**src/rtl/rlcirq_pkg.sv**
```systemverilog
// constants shared by the loop code and zero run interrupt block
package rlcirq_pkg;

    // register byte addresses on the bus
    localparam logic [7:0] LC_STATUS_OFS = 8'h00;
    localparam logic [7:0] LC_ENABLE_OFS = 8'h04;
    localparam logic [7:0] EZ_STATUS_OFS = 8'h08;
    localparam logic [7:0] EZ_ENABLE_OFS = 8'h0c;

    // field positions
    localparam int unsigned DEACT_FLAG_BIT = 0;
    localparam int unsigned ACT_FLAG_BIT   = 1;
    localparam int unsigned DEACT_PRES_BIT = 2;
    localparam int unsigned ACT_PRES_BIT   = 3;
    localparam int unsigned DEACT_EN_BIT   = 0;
    localparam int unsigned ACT_EN_BIT     = 1;
    localparam int unsigned ZERO_FLAG_BIT  = 0;
    localparam int unsigned ZERO_EN_BIT    = 0;

    // event vector layout
    localparam int unsigned NUM_EVT   = 3;
    localparam int unsigned EVT_DEACT = 0;
    localparam int unsigned EVT_ACT   = 1;
    localparam int unsigned EVT_ZERO  = 2;

    // reset values
    localparam logic [1:0] LC_ENABLE_RST = 2'h0;
    localparam logic       EZ_ENABLE_RST = 1'h0;
    localparam logic [7:0] RESERVED_VAL  = 8'h00;

    typedef enum logic {BUS_IDLE, BUS_ACK} rlcirq_bus_state_type;

endpackage

```
**src/rtl/rlcirq_if.sv**
```systemverilog
// carriers between the top and its two helper modules
`timescale 1ns/1ps
interface rlcirq_evt_if #(parameter int unsigned N = 3);
    logic [N-1:0] level;
    logic [N-1:0] clr;
    logic [N-1:0] flag;
    logic [N-1:0] change;
    modport flag_side (input level, input clr, output flag, output change);
    modport user      (output level, output clr, input flag, input change);
endinterface

interface rlcirq_bus_if;
    logic        take;
    logic        we;
    logic [7:0]  adr;
    logic [3:0]  sel;
    logic [31:0] wdata;
    logic [31:0] rdata;
    modport slave (output take, output we, output adr, output sel,
                   output wdata, input rdata);
    modport regs  (input take, input we, input adr, input sel,
                   input wdata, output rdata);
endinterface

```
**src/rtl/rlcirq_edge_flag.sv**
```systemverilog
// sticky change flags, one per level input
`timescale 1ns/1ps
module rlcirq_edge_flag #(
    parameter int unsigned N = 3
) (
    input  wire logic          clk,  // system clock
    input  wire logic          rstn, // async reset, active low
    rlcirq_evt_if.flag_side    evt   // levels in, flags out
);
    logic [N-1:0] prev_q;
    logic [N-1:0] prev_d;
    logic [N-1:0] flag_q;
    logic [N-1:0] flag_d;

    always_comb
    begin
        prev_d = evt.level;
        evt.change = evt.level ^ prev_q;
        // set beats a clear in the same cycle
        flag_d = (flag_q & ~evt.clr) | evt.change;
    end

    always_ff @(posedge clk or negedge rstn)
    begin
        if (!rstn)
        begin
            prev_q <= '0;
            flag_q <= '0;
        end
        else
        begin
            prev_q <= prev_d;
            flag_q <= flag_d;
        end
    end

    assign evt.flag = flag_q;
endmodule

```
**src/rtl/rlcirq_wb_slave.sv**
```systemverilog
// classic wishbone slave front end, one access per two cycles
`timescale 1ns/1ps
module rlcirq_wb_slave (
    input  wire logic        clk,      // system clock
    input  wire logic        rstn,     // async reset, active low
    input  wire logic        wb_cyc_i, // bus cycle
    input  wire logic        wb_stb_i, // strobe
    input  wire logic        wb_we_i,  // write
    input  wire logic [7:0]  wb_adr_i, // byte address
    input  wire logic [3:0]  wb_sel_i, // byte lanes
    input  wire logic [31:0] wb_dat_i, // write data
    output logic [31:0]      wb_dat_o, // read data
    output logic             wb_ack_o, // acknowledge
    rlcirq_bus_if.slave      bus       // to register file
);
    rlcirq_pkg::rlcirq_bus_state_type state_q;
    rlcirq_pkg::rlcirq_bus_state_type state_d;
    logic [31:0] dat_q;
    logic [31:0] dat_d;

    always_comb
    begin
        state_d  = state_q;
        dat_d    = dat_q;
        bus.take = 1'b0;
        case (state_q)
            rlcirq_pkg::BUS_IDLE:
            begin
                if (wb_cyc_i && wb_stb_i)
                begin
                    // effects and read capture share this edge
                    bus.take = 1'b1;
                    dat_d    = wb_we_i ? 32'h0000_0000 : bus.rdata;
                    state_d  = rlcirq_pkg::BUS_ACK;
                end
            end
            default:
            begin
                state_d = rlcirq_pkg::BUS_IDLE;
            end
        endcase
    end

    always_ff @(posedge clk or negedge rstn)
    begin
        if (!rstn)
        begin
            state_q <= rlcirq_pkg::BUS_IDLE;
            dat_q   <= 32'h0000_0000;
        end
        else
        begin
            state_q <= state_d;
            dat_q   <= dat_d;
        end
    end

    assign bus.we    = wb_we_i;
    assign bus.adr   = wb_adr_i;
    assign bus.sel   = wb_sel_i;
    assign bus.wdata = wb_dat_i;
    assign wb_dat_o  = dat_q;
    assign wb_ack_o  = (state_q == rlcirq_pkg::BUS_ACK);
endmodule

```
**src/rtl/rlcirq_top.sv**
```systemverilog
// receive loop code and zero run interrupt status and enable block
// Summary of operation
// status bit 2 shows live deactivation code detection, gated by its enable
// status bit 1 sets when activation code detection starts or stops
// status bit 0 sets when deactivation code detection starts or stops
// change flags hold until the status register is read or written with a one; read clears
// enable bit 1 gates activation code change interrupt, reset 0
// enable bit 0 gates deactivation code change interrupt
// zero run status bit 0 sets on detect or clear, clears on read
// a change raises an interrupt only when its enable bit is set
// status bit 3 shows live activation code detection, gated by its enable
// zero run enable bit 0 gates its change interrupt, reset 0
// interrupt stands while any enabled flag is set, drops once cleared
`timescale 1ns/1ps
module rlcirq_top (
    input  wire logic        clk,             // 200 MHz system clock
    input  wire logic        rstn,            // async reset, active low
    input  wire logic        wb_cyc_i,        // bus cycle
    input  wire logic        wb_stb_i,        // strobe
    input  wire logic        wb_we_i,         // write
    input  wire logic [7:0]  wb_adr_i,        // byte address
    input  wire logic [3:0]  wb_sel_i,        // byte lanes
    input  wire logic [31:0] wb_dat_i,        // write data
    output logic [31:0]      wb_dat_o,        // read data
    output logic             wb_ack_o,        // acknowledge
    input  wire logic        act_code_det,    // activation code matched
    input  wire logic        act_detect_en,   // activation detection on
    input  wire logic        deact_code_det,  // deactivation code matched
    input  wire logic        deact_detect_en, // deactivation detection on
    input  wire logic        zero_run_det,    // excessive zeros present
    output logic             irq              // level interrupt, high
);
    localparam int unsigned N = rlcirq_pkg::NUM_EVT;

    rlcirq_evt_if #(.N(N)) evt ();
    rlcirq_bus_if          bus ();

    logic       act_code_present;
    logic       deact_code_present;
    logic [1:0] lc_en_q;
    logic [1:0] lc_en_d;
    logic       ez_en_q;
    logic       ez_en_d;
    logic       irq_q;
    logic       irq_d;
    logic [N-1:0] en_vec;
    logic       rd_lc;
    logic       rd_ez;
    logic       wr_lc;
    logic       wr_ez;
    logic       wr_lce;
    logic       wr_eze;

    // byte lane 0 carries every field; other lanes are don't care
    function automatic logic hit(input logic [7:0] adr,
                                 input logic [7:0] ofs,
                                 input logic [3:0] sel);
        hit = (adr == ofs) && sel[0];
    endfunction

    rlcirq_wb_slave u_wb (
        .clk      (clk),
        .rstn     (rstn),
        .wb_cyc_i (wb_cyc_i),
        .wb_stb_i (wb_stb_i),
        .wb_we_i  (wb_we_i),
        .wb_adr_i (wb_adr_i),
        .wb_sel_i (wb_sel_i),
        .wb_dat_i (wb_dat_i),
        .wb_dat_o (wb_dat_o),
        .wb_ack_o (wb_ack_o),
        .bus      (bus)
    );

    rlcirq_edge_flag #(.N(N)) u_flags (
        .clk  (clk),
        .rstn (rstn),
        .evt  (evt)
    );

    // detector output counts only while its detection is enabled
    assign act_code_present   = act_code_det & act_detect_en;
    assign deact_code_present = deact_code_det & deact_detect_en;

    // loop code change flags follow the gated levels, so toggling an enable
    // while a code is present also reports a change
    assign evt.level[rlcirq_pkg::EVT_ACT]   = act_code_present;
    assign evt.level[rlcirq_pkg::EVT_DEACT] = deact_code_present;
    assign evt.level[rlcirq_pkg::EVT_ZERO]  = zero_run_det;

    assign rd_lc  = bus.take && !bus.we &&
                    hit(bus.adr, rlcirq_pkg::LC_STATUS_OFS, bus.sel);
    assign rd_ez  = bus.take && !bus.we &&
                    hit(bus.adr, rlcirq_pkg::EZ_STATUS_OFS, bus.sel);
    assign wr_lc  = bus.take && bus.we &&
                    hit(bus.adr, rlcirq_pkg::LC_STATUS_OFS, bus.sel);
    assign wr_ez  = bus.take && bus.we &&
                    hit(bus.adr, rlcirq_pkg::EZ_STATUS_OFS, bus.sel);
    assign wr_lce = bus.take && bus.we &&
                    hit(bus.adr, rlcirq_pkg::LC_ENABLE_OFS, bus.sel);
    assign wr_eze = bus.take && bus.we &&
                    hit(bus.adr, rlcirq_pkg::EZ_ENABLE_OFS, bus.sel);

    // clear on read, or write one to clear
    always_comb
    begin
        evt.clr = '0;
        if (rd_lc)
        begin
            evt.clr[rlcirq_pkg::EVT_ACT]   = 1'b1;
            evt.clr[rlcirq_pkg::EVT_DEACT] = 1'b1;
        end
        else if (wr_lc)
        begin
            evt.clr[rlcirq_pkg::EVT_ACT] =
                bus.wdata[rlcirq_pkg::ACT_FLAG_BIT];
            evt.clr[rlcirq_pkg::EVT_DEACT] =
                bus.wdata[rlcirq_pkg::DEACT_FLAG_BIT];
        end
        if (rd_ez)
        begin
            evt.clr[rlcirq_pkg::EVT_ZERO] = 1'b1;
        end
        else if (wr_ez)
        begin
            evt.clr[rlcirq_pkg::EVT_ZERO] =
                bus.wdata[rlcirq_pkg::ZERO_FLAG_BIT];
        end
    end

    // read mux; unmapped addresses read zero and ignore writes
    always_comb
    begin
        bus.rdata = 32'h0000_0000;
        if (bus.adr == rlcirq_pkg::LC_STATUS_OFS)
        begin
            bus.rdata[7:0] = rlcirq_pkg::RESERVED_VAL;
            bus.rdata[rlcirq_pkg::ACT_PRES_BIT]   = act_code_present;
            bus.rdata[rlcirq_pkg::DEACT_PRES_BIT] = deact_code_present;
            bus.rdata[rlcirq_pkg::ACT_FLAG_BIT]   =
                evt.flag[rlcirq_pkg::EVT_ACT];
            bus.rdata[rlcirq_pkg::DEACT_FLAG_BIT] =
                evt.flag[rlcirq_pkg::EVT_DEACT];
        end
        else if (bus.adr == rlcirq_pkg::LC_ENABLE_OFS)
        begin
            bus.rdata[1:0] = lc_en_q;
        end
        else if (bus.adr == rlcirq_pkg::EZ_STATUS_OFS)
        begin
            bus.rdata[rlcirq_pkg::ZERO_FLAG_BIT] =
                evt.flag[rlcirq_pkg::EVT_ZERO];
        end
        else if (bus.adr == rlcirq_pkg::EZ_ENABLE_OFS)
        begin
            bus.rdata[rlcirq_pkg::ZERO_EN_BIT] = ez_en_q;
        end
    end

    // enables and interrupt
    always_comb
    begin
        lc_en_d = lc_en_q;
        ez_en_d = ez_en_q;
        if (wr_lce)
        begin
            lc_en_d[rlcirq_pkg::ACT_EN_BIT] =
                bus.wdata[rlcirq_pkg::ACT_EN_BIT];
            lc_en_d[rlcirq_pkg::DEACT_EN_BIT] =
                bus.wdata[rlcirq_pkg::DEACT_EN_BIT];
        end
        if (wr_eze)
        begin
            ez_en_d = bus.wdata[rlcirq_pkg::ZERO_EN_BIT];
        end
        en_vec = '0;
        en_vec[rlcirq_pkg::EVT_ACT]   = lc_en_q[rlcirq_pkg::ACT_EN_BIT];
        en_vec[rlcirq_pkg::EVT_DEACT] = lc_en_q[rlcirq_pkg::DEACT_EN_BIT];
        en_vec[rlcirq_pkg::EVT_ZERO]  = ez_en_q;
        // disabled flags still latch but never reach the pin
        irq_d = |(evt.flag & en_vec);
    end

    always_ff @(posedge clk or negedge rstn)
    begin
        if (!rstn)
        begin
            lc_en_q <= rlcirq_pkg::LC_ENABLE_RST;
            ez_en_q <= rlcirq_pkg::EZ_ENABLE_RST;
            irq_q   <= 1'b0;
        end
        else
        begin
            lc_en_q <= lc_en_d;
            ez_en_q <= ez_en_d;
            irq_q   <= irq_d;
        end
    end

    assign irq = irq_q;
endmodule

```
**config.mk**
```make
export PLATFORM = sky130hd
export DESIGN_NAME = rlcirq_top
export DESIGN_NICKNAME = d
export VERILOG_FILES = /design/src/rtl/rlcirq_pkg.sv /design/src/rtl/rlcirq_if.sv /design/src/rtl/rlcirq_edge_flag.sv /design/src/rtl/rlcirq_wb_slave.sv /design/src/rtl/rlcirq_top.sv
export SDC_FILE = /design/constraint.sdc
export NUM_CORES = 1
export LEC_CHECK = 0
export BUFFER_PORTS_ARGS = -buffer_cell sky130_fd_sc_hd__buf_2
export CORE_MARGIN = 5
export CORE_UTILIZATION = 39
export DETAILED_ROUTE_END_ITERATION = 16
export GPL_ROUTABILITY_DRIVEN = 1
export PLACE_DENSITY = 0.84
export SYNTH_ARGS = -nofsm -noshare
export SYNTH_HDL_FRONTEND = slang
export SYNTH_SLANG_ARGS = --single-unit
```
**constraint.sdc**
```tcl
create_clock -name clk -period 3.15 [get_ports clk]
set_input_delay 0.1575 -clock clk [delete_from_list [all_inputs] [get_ports clk]]
set_output_delay 0.1575 -clock clk [all_outputs]
set_load 0.02 [all_outputs]
```
[Word level (Yosys, flattened, before mapping)]
Index checks and enable logic that the tools add are counted.
Word-level totals
  output and inout port bits: 34
  input port bits: 54
  flip-flop bits (word level): 43
  word-level logic and storage cells: 48
Operators by class
  muxes and demuxes: 13
  reductions and logical operators: 17
  equality and inequality tests: 3
  bitwise gates (word level): 8
Operator list (number)
  8-bit by 4-bit equality test with 1-bit output (second input constant): 2
  1-bit logical AND: 13
  8-bit by 3-bit equality test with 1-bit output (second input constant): 1
  8-bit zero test: 1
  1-bit two-way mux: 8
  2-bit two-way mux: 4
  3-bit bitwise AND: 2
  4-bit two-way mux: 1
  3-bit inverter: 1
  3-bit OR: 1
  3-bit OR reduction: 1
  3-bit XOR: 1
  1-bit bitwise AND: 2
  2-bit AND reduction: 1
  1-bit zero test: 1
  1-bit inverter: 1

[Depth between registers and ports, before layout]
  depth in word-level cells: 10
  mapped depth: 4
  mapped depth without buffers: 3

[By module]
From an unflattened synthesis, not the netlist that was laid out.
Second synthesis, totals
  cell total of the unflattened synthesis: 197
  area total of the unflattened synthesis: 2489.9 um2
By module, submodules not included
  rlcirq_wb_slave: cells an instance 150, sequential area each 825.8 um2, area an instance 1925.6 um2, times used 1
  rlcirq_top: cells an instance 32, sequential area each 100.1 um2, area an instance 354.1 um2, times used 1
  rlcirq_edge_flag: cells an instance 15, sequential area each 150.1 um2, area an instance 210.2 um2, times used 1

[Least setup slack after synthesis]
Ideal clock, no wire load.
  kind: register -> register
  from: register u_wb.state_q (netlist: u_wb.wb_ack_o)
  to: register lc_en_q[0]
  required time: 3025 ps
  arrival: 1385 ps
  buffers on the path: 0
  setup time: 125 ps
  stages on the path, launching flop included: 4
  path slack: 1640 ps
  period minus slack after synthesis: 1510 ps
  cells stage by stage: dfrtp_1 -> nand4b_1 -> nor4_4 -> mux2_4
On the way
  longest elaborated chain between the ends: 3
RTL lines
  start, declared: line rlcirq_wb_slave.sv:16  | rlcirq_pkg::rlcirq_bus_state_type state_q;
  start signal, assigned: line rlcirq_wb_slave.sv:48  | state_q <= rlcirq_pkg::BUS_IDLE;
  start signal, assigned: line rlcirq_wb_slave.sv:53  | state_q <= state_d;
  1-bit two-way mux: line rlcirq_wb_slave.sv:26  | case (state_q)
  1-bit logical AND (2 in a row): line rlcirq_top.sv:99  | assign wr_lce = bus.take && bus.we &&
  end signal, assigned: line rlcirq_top.sv:188  | lc_en_q <= rlcirq_pkg::LC_ENABLE_RST;
  end signal, assigned: line rlcirq_top.sv:194  | lc_en_q <= lc_en_d;
  end, declared: line rlcirq_top.sv:40  | logic [1:0] lc_en_q;
No other way between the ends.
A chain may end at the register's enable or synchronous reset.

[Final worst setup path]
  from: register u_wb.state_q (netlist: u_wb.wb_ack_o)
  to: register ez_en_q
On the way
  longest elaborated chain between the ends: 3
RTL lines
  1-bit two-way mux: line rlcirq_wb_slave.sv:26
  1-bit logical AND (2 in a row): line rlcirq_top.sv:101  | assign wr_eze = bus.take && bus.we &&
  end signal, assigned: line rlcirq_top.sv:189  | ez_en_q <= rlcirq_pkg::EZ_ENABLE_RST;
  end signal, assigned: line rlcirq_top.sv:195  | ez_en_q <= ez_en_d;
  end, declared: line rlcirq_top.sv:42  | logic ez_en_q;
No other way between the ends.

==> metrics <==
crit path time final=1.56 ns; Yosys cell types=31; worst path required time=3.31 ns; wire per inst=11.8 um; # setup viols final=0; core footprint=2280 um2; Num CTS Buffers=3; drt via density=4.47; FP Rows=17; clk_skew=0.000609 ns; Switch Pwr=0.113 mW; Root Buffer=clkbuf_4; Final Max Tran Viols=0; via count=675; Reg power frac=0.524; final std cells w/o fill=151; placed cells=146; Leak Pwr=0.556 nW; Tot GR Track Use=0.102; Post-Route WL=1780 um; area added between synthesis and finish=9.35%; antenna cells=0; Worst VDD drop=0.219 mV; Post-Layout Inst Area=1040 um2; xor and xnor area share after synthesis=0.0277; initial core utilization=0.417; sequential-to-total area share from yosys stat=0.395; post-synthesis simple-gate area fraction=0.144; CP Launch Type=register; Max Root-Sink Buffers=2; synthesized area=950 um2; final core occ=0.456; gpl congestion=0.766; CP max FO=4; DRT Pass-1 Iters=4; DR DRC count=0; Clk Latency, worst-skew pair=0.27 ns; placed wire-length estimate=1560 um; Reg2Reg Depth=3; I/O pin total=88; Post-DP Area=1000 um2; largest net degree at the start of global routing=16; Iter 0 DRT Violations=8; CP Capture Type=register; final hold viol count=0; CTS Sinks=15; #FFs+latches synth=15; multiplexer share of the synthesized area=0.0777; largest family of logic cells by synthesized area=buffers and inverters; Int Pwr=0.263 mW; outcome=complete, no violations; adder-cell share of the synthesized area=0; Nets=178; Post-CTS Setup Inserts=0; R2R setup slack=1.59 ns; DIE HEIGHT=59.3 um; # port buffers=26; PwrDens=362 nW/um2; Fin Setup TNS=0 ns; CTS tree=built; class of the worst hold path=primary input to register; antenna viol nets, final=0; initial antenna violation count=0; Post-Synthesis Cells=94; GR Overflow Total=0; unrepaired setup endpoints after global routing=false; Power Total=0.376 mW; YS warnings=0; Max Cap Violations=0; H-tree lvl count=1; clock network fraction of total power=0.281; Die Area=3520 um2; Min-Delay Path Depth=1; width of the die=59.3 um; fmax=0.641 GHz; CP arrival=1.72 ns; Logic pwr share=0.195; compound-gate portion of the synthesized area=0.0988; switching part of the total power=0.301; clock slew at reported path FFs=0.08 ns; vias in the first global route=643; Setup CP Type=register to register; first-pass GRT wire length=2750 um; period utilization=0.495; share of cells above drive strength 1=0.293; Syn Area/Cell=10.1 um2
## registers in the layout, indices dropped and copies added (netlist names)
name and count:
ez_en_q 1, lc_en_q 2, u_flags.evt.flag 3, u_flags.prev_q 3, u_wb.wb_ack_o 1, irq 1, u_wb.wb_dat_o 4
## final cells by class
type,instances,area [um2]
clock buffers,4,26.3
fillers,221,1240
inverters,7,26.3
multi-input cells,70,435
flip-flops and latches,15,375
well taps,28,35.0
repair buffers,27,140
## worst paths after layout
path,endpoint,from
worst max register to register,ez_en_q,u_wb.wb_ack_o
worst min-delay path,u_flags.prev_q[2],zero_run_det
min in group asynchronous,u_wb.wb_dat_o[3],rstn
worst min register to register,u_wb.wb_dat_o[2],u_wb.wb_dat_o[2]
max in group asynchronous,ez_en_q,rstn
worst max-delay path,ez_en_q,u_wb.wb_ack_o
## layer usage
| metal | track usage | up-vias | share of wire |
|---|---|---|---|
| met4 | 0.0485 | 0 | 0.0051 |
| met3 | 0.0240 | 2 | 0.11 |
| met5 | 0 | - | 0 |
| li1 | - | 326 | - |
| met1 | 0.118 | 316 | 0.36 |
| met2 | 0.175 | 31 | 0.52 |
## layout by cell type, fill, tap and decap left out, drive strengths merged
cell / n
a2111oi: 1
a211o: 1
a21oi: 1
a222oi: 1
buf: 26
clkbuf: 4
conb: 28
dfrtp: 15
dlygate4sd3: 1
inv: 7
mux2: 3
mux2i: 1
mux4: 1
nand2: 7
nand3: 3
nand3b: 2
nand4b: 1
nor2: 2
nor3: 1
nor3b: 1
nor4: 3
o211ai: 1
o21ai: 3
o31a: 1
o31ai: 2
o41ai: 1
or2: 1
or4: 1
xnor2: 1
xor2: 2
## stage by stage
step           hold slack (ns)  setup slack, ns
2_1_floorplan           -0.138             1.64
3_3_place_gp            0.0697             1.48
3_5_place_dp            0.0794             1.45
4_1_cts                0.00397             1.59
5_1_grt                0.00162             1.49
6_report                0.0110             1.59
## critical path, cell delays in order (launching register included)
cell,delay (ns)
dfrtp_1,0.39
nand4b_1,0.32
nor4_1,0.38
mux2_1,0.36
## cells by family after synthesis
kind of cell    count (synthesis)
mux                             5
buf+inv                        36
compound gates                 12
xor+xnor                        3
simple gates                   22
other cells                     1
flops                          15
## Yosys cell counts, drive strengths merged
master	n	area [um2]
a21oi	1	5.00
o31a	1	8.76
a222oi	1	10.0
o211ai	1	7.51
buf	28	210
nor3b	1	7.51
dfrtp	15	375
clkbuf	1	3.75
a211o	1	8.76
or4	1	11.3
o41ai	1	8.76
nand3b	2	15.0
a2111oi	1	15.0
or2	1	6.26
inv	7	26.3
nand3	3	15.0
nor3	1	5.00
mux4	1	22.5
o31ai	2	15.0
xnor2	1	8.76
xor2	2	17.5
nor4	3	33.8
nand4b	1	8.76
mux2i	1	10.0
mux2	3	41.3
o21ai	3	15.0
nor2	2	7.51
nand2	7	26.3
conb	1	3.75
## power groups by stage
stage | registers (mW) | clock network [mW] | logic (mW)
detailed placement | 0.201 | 0 | 0.0717
floorplan | 0.202 | 0 | 0.0734
global route | 0.198 | 0.122 | 0.0801
global placement | 0.201 | 0 | 0.0698
finish | 0.197 | 0.106 | 0.0732
CTS | 0.197 | 0.112 | 0.0728
## repair_timing
| item | 4_1_cts | 5_1_grt |
|---|---|---|
| hold buffers | 1 | 0 |
| gates resized for setup | 0 | 0 |
| endpoints found under the hold margin | 15 | 0 |
Power figures use the tool's default switching activity.
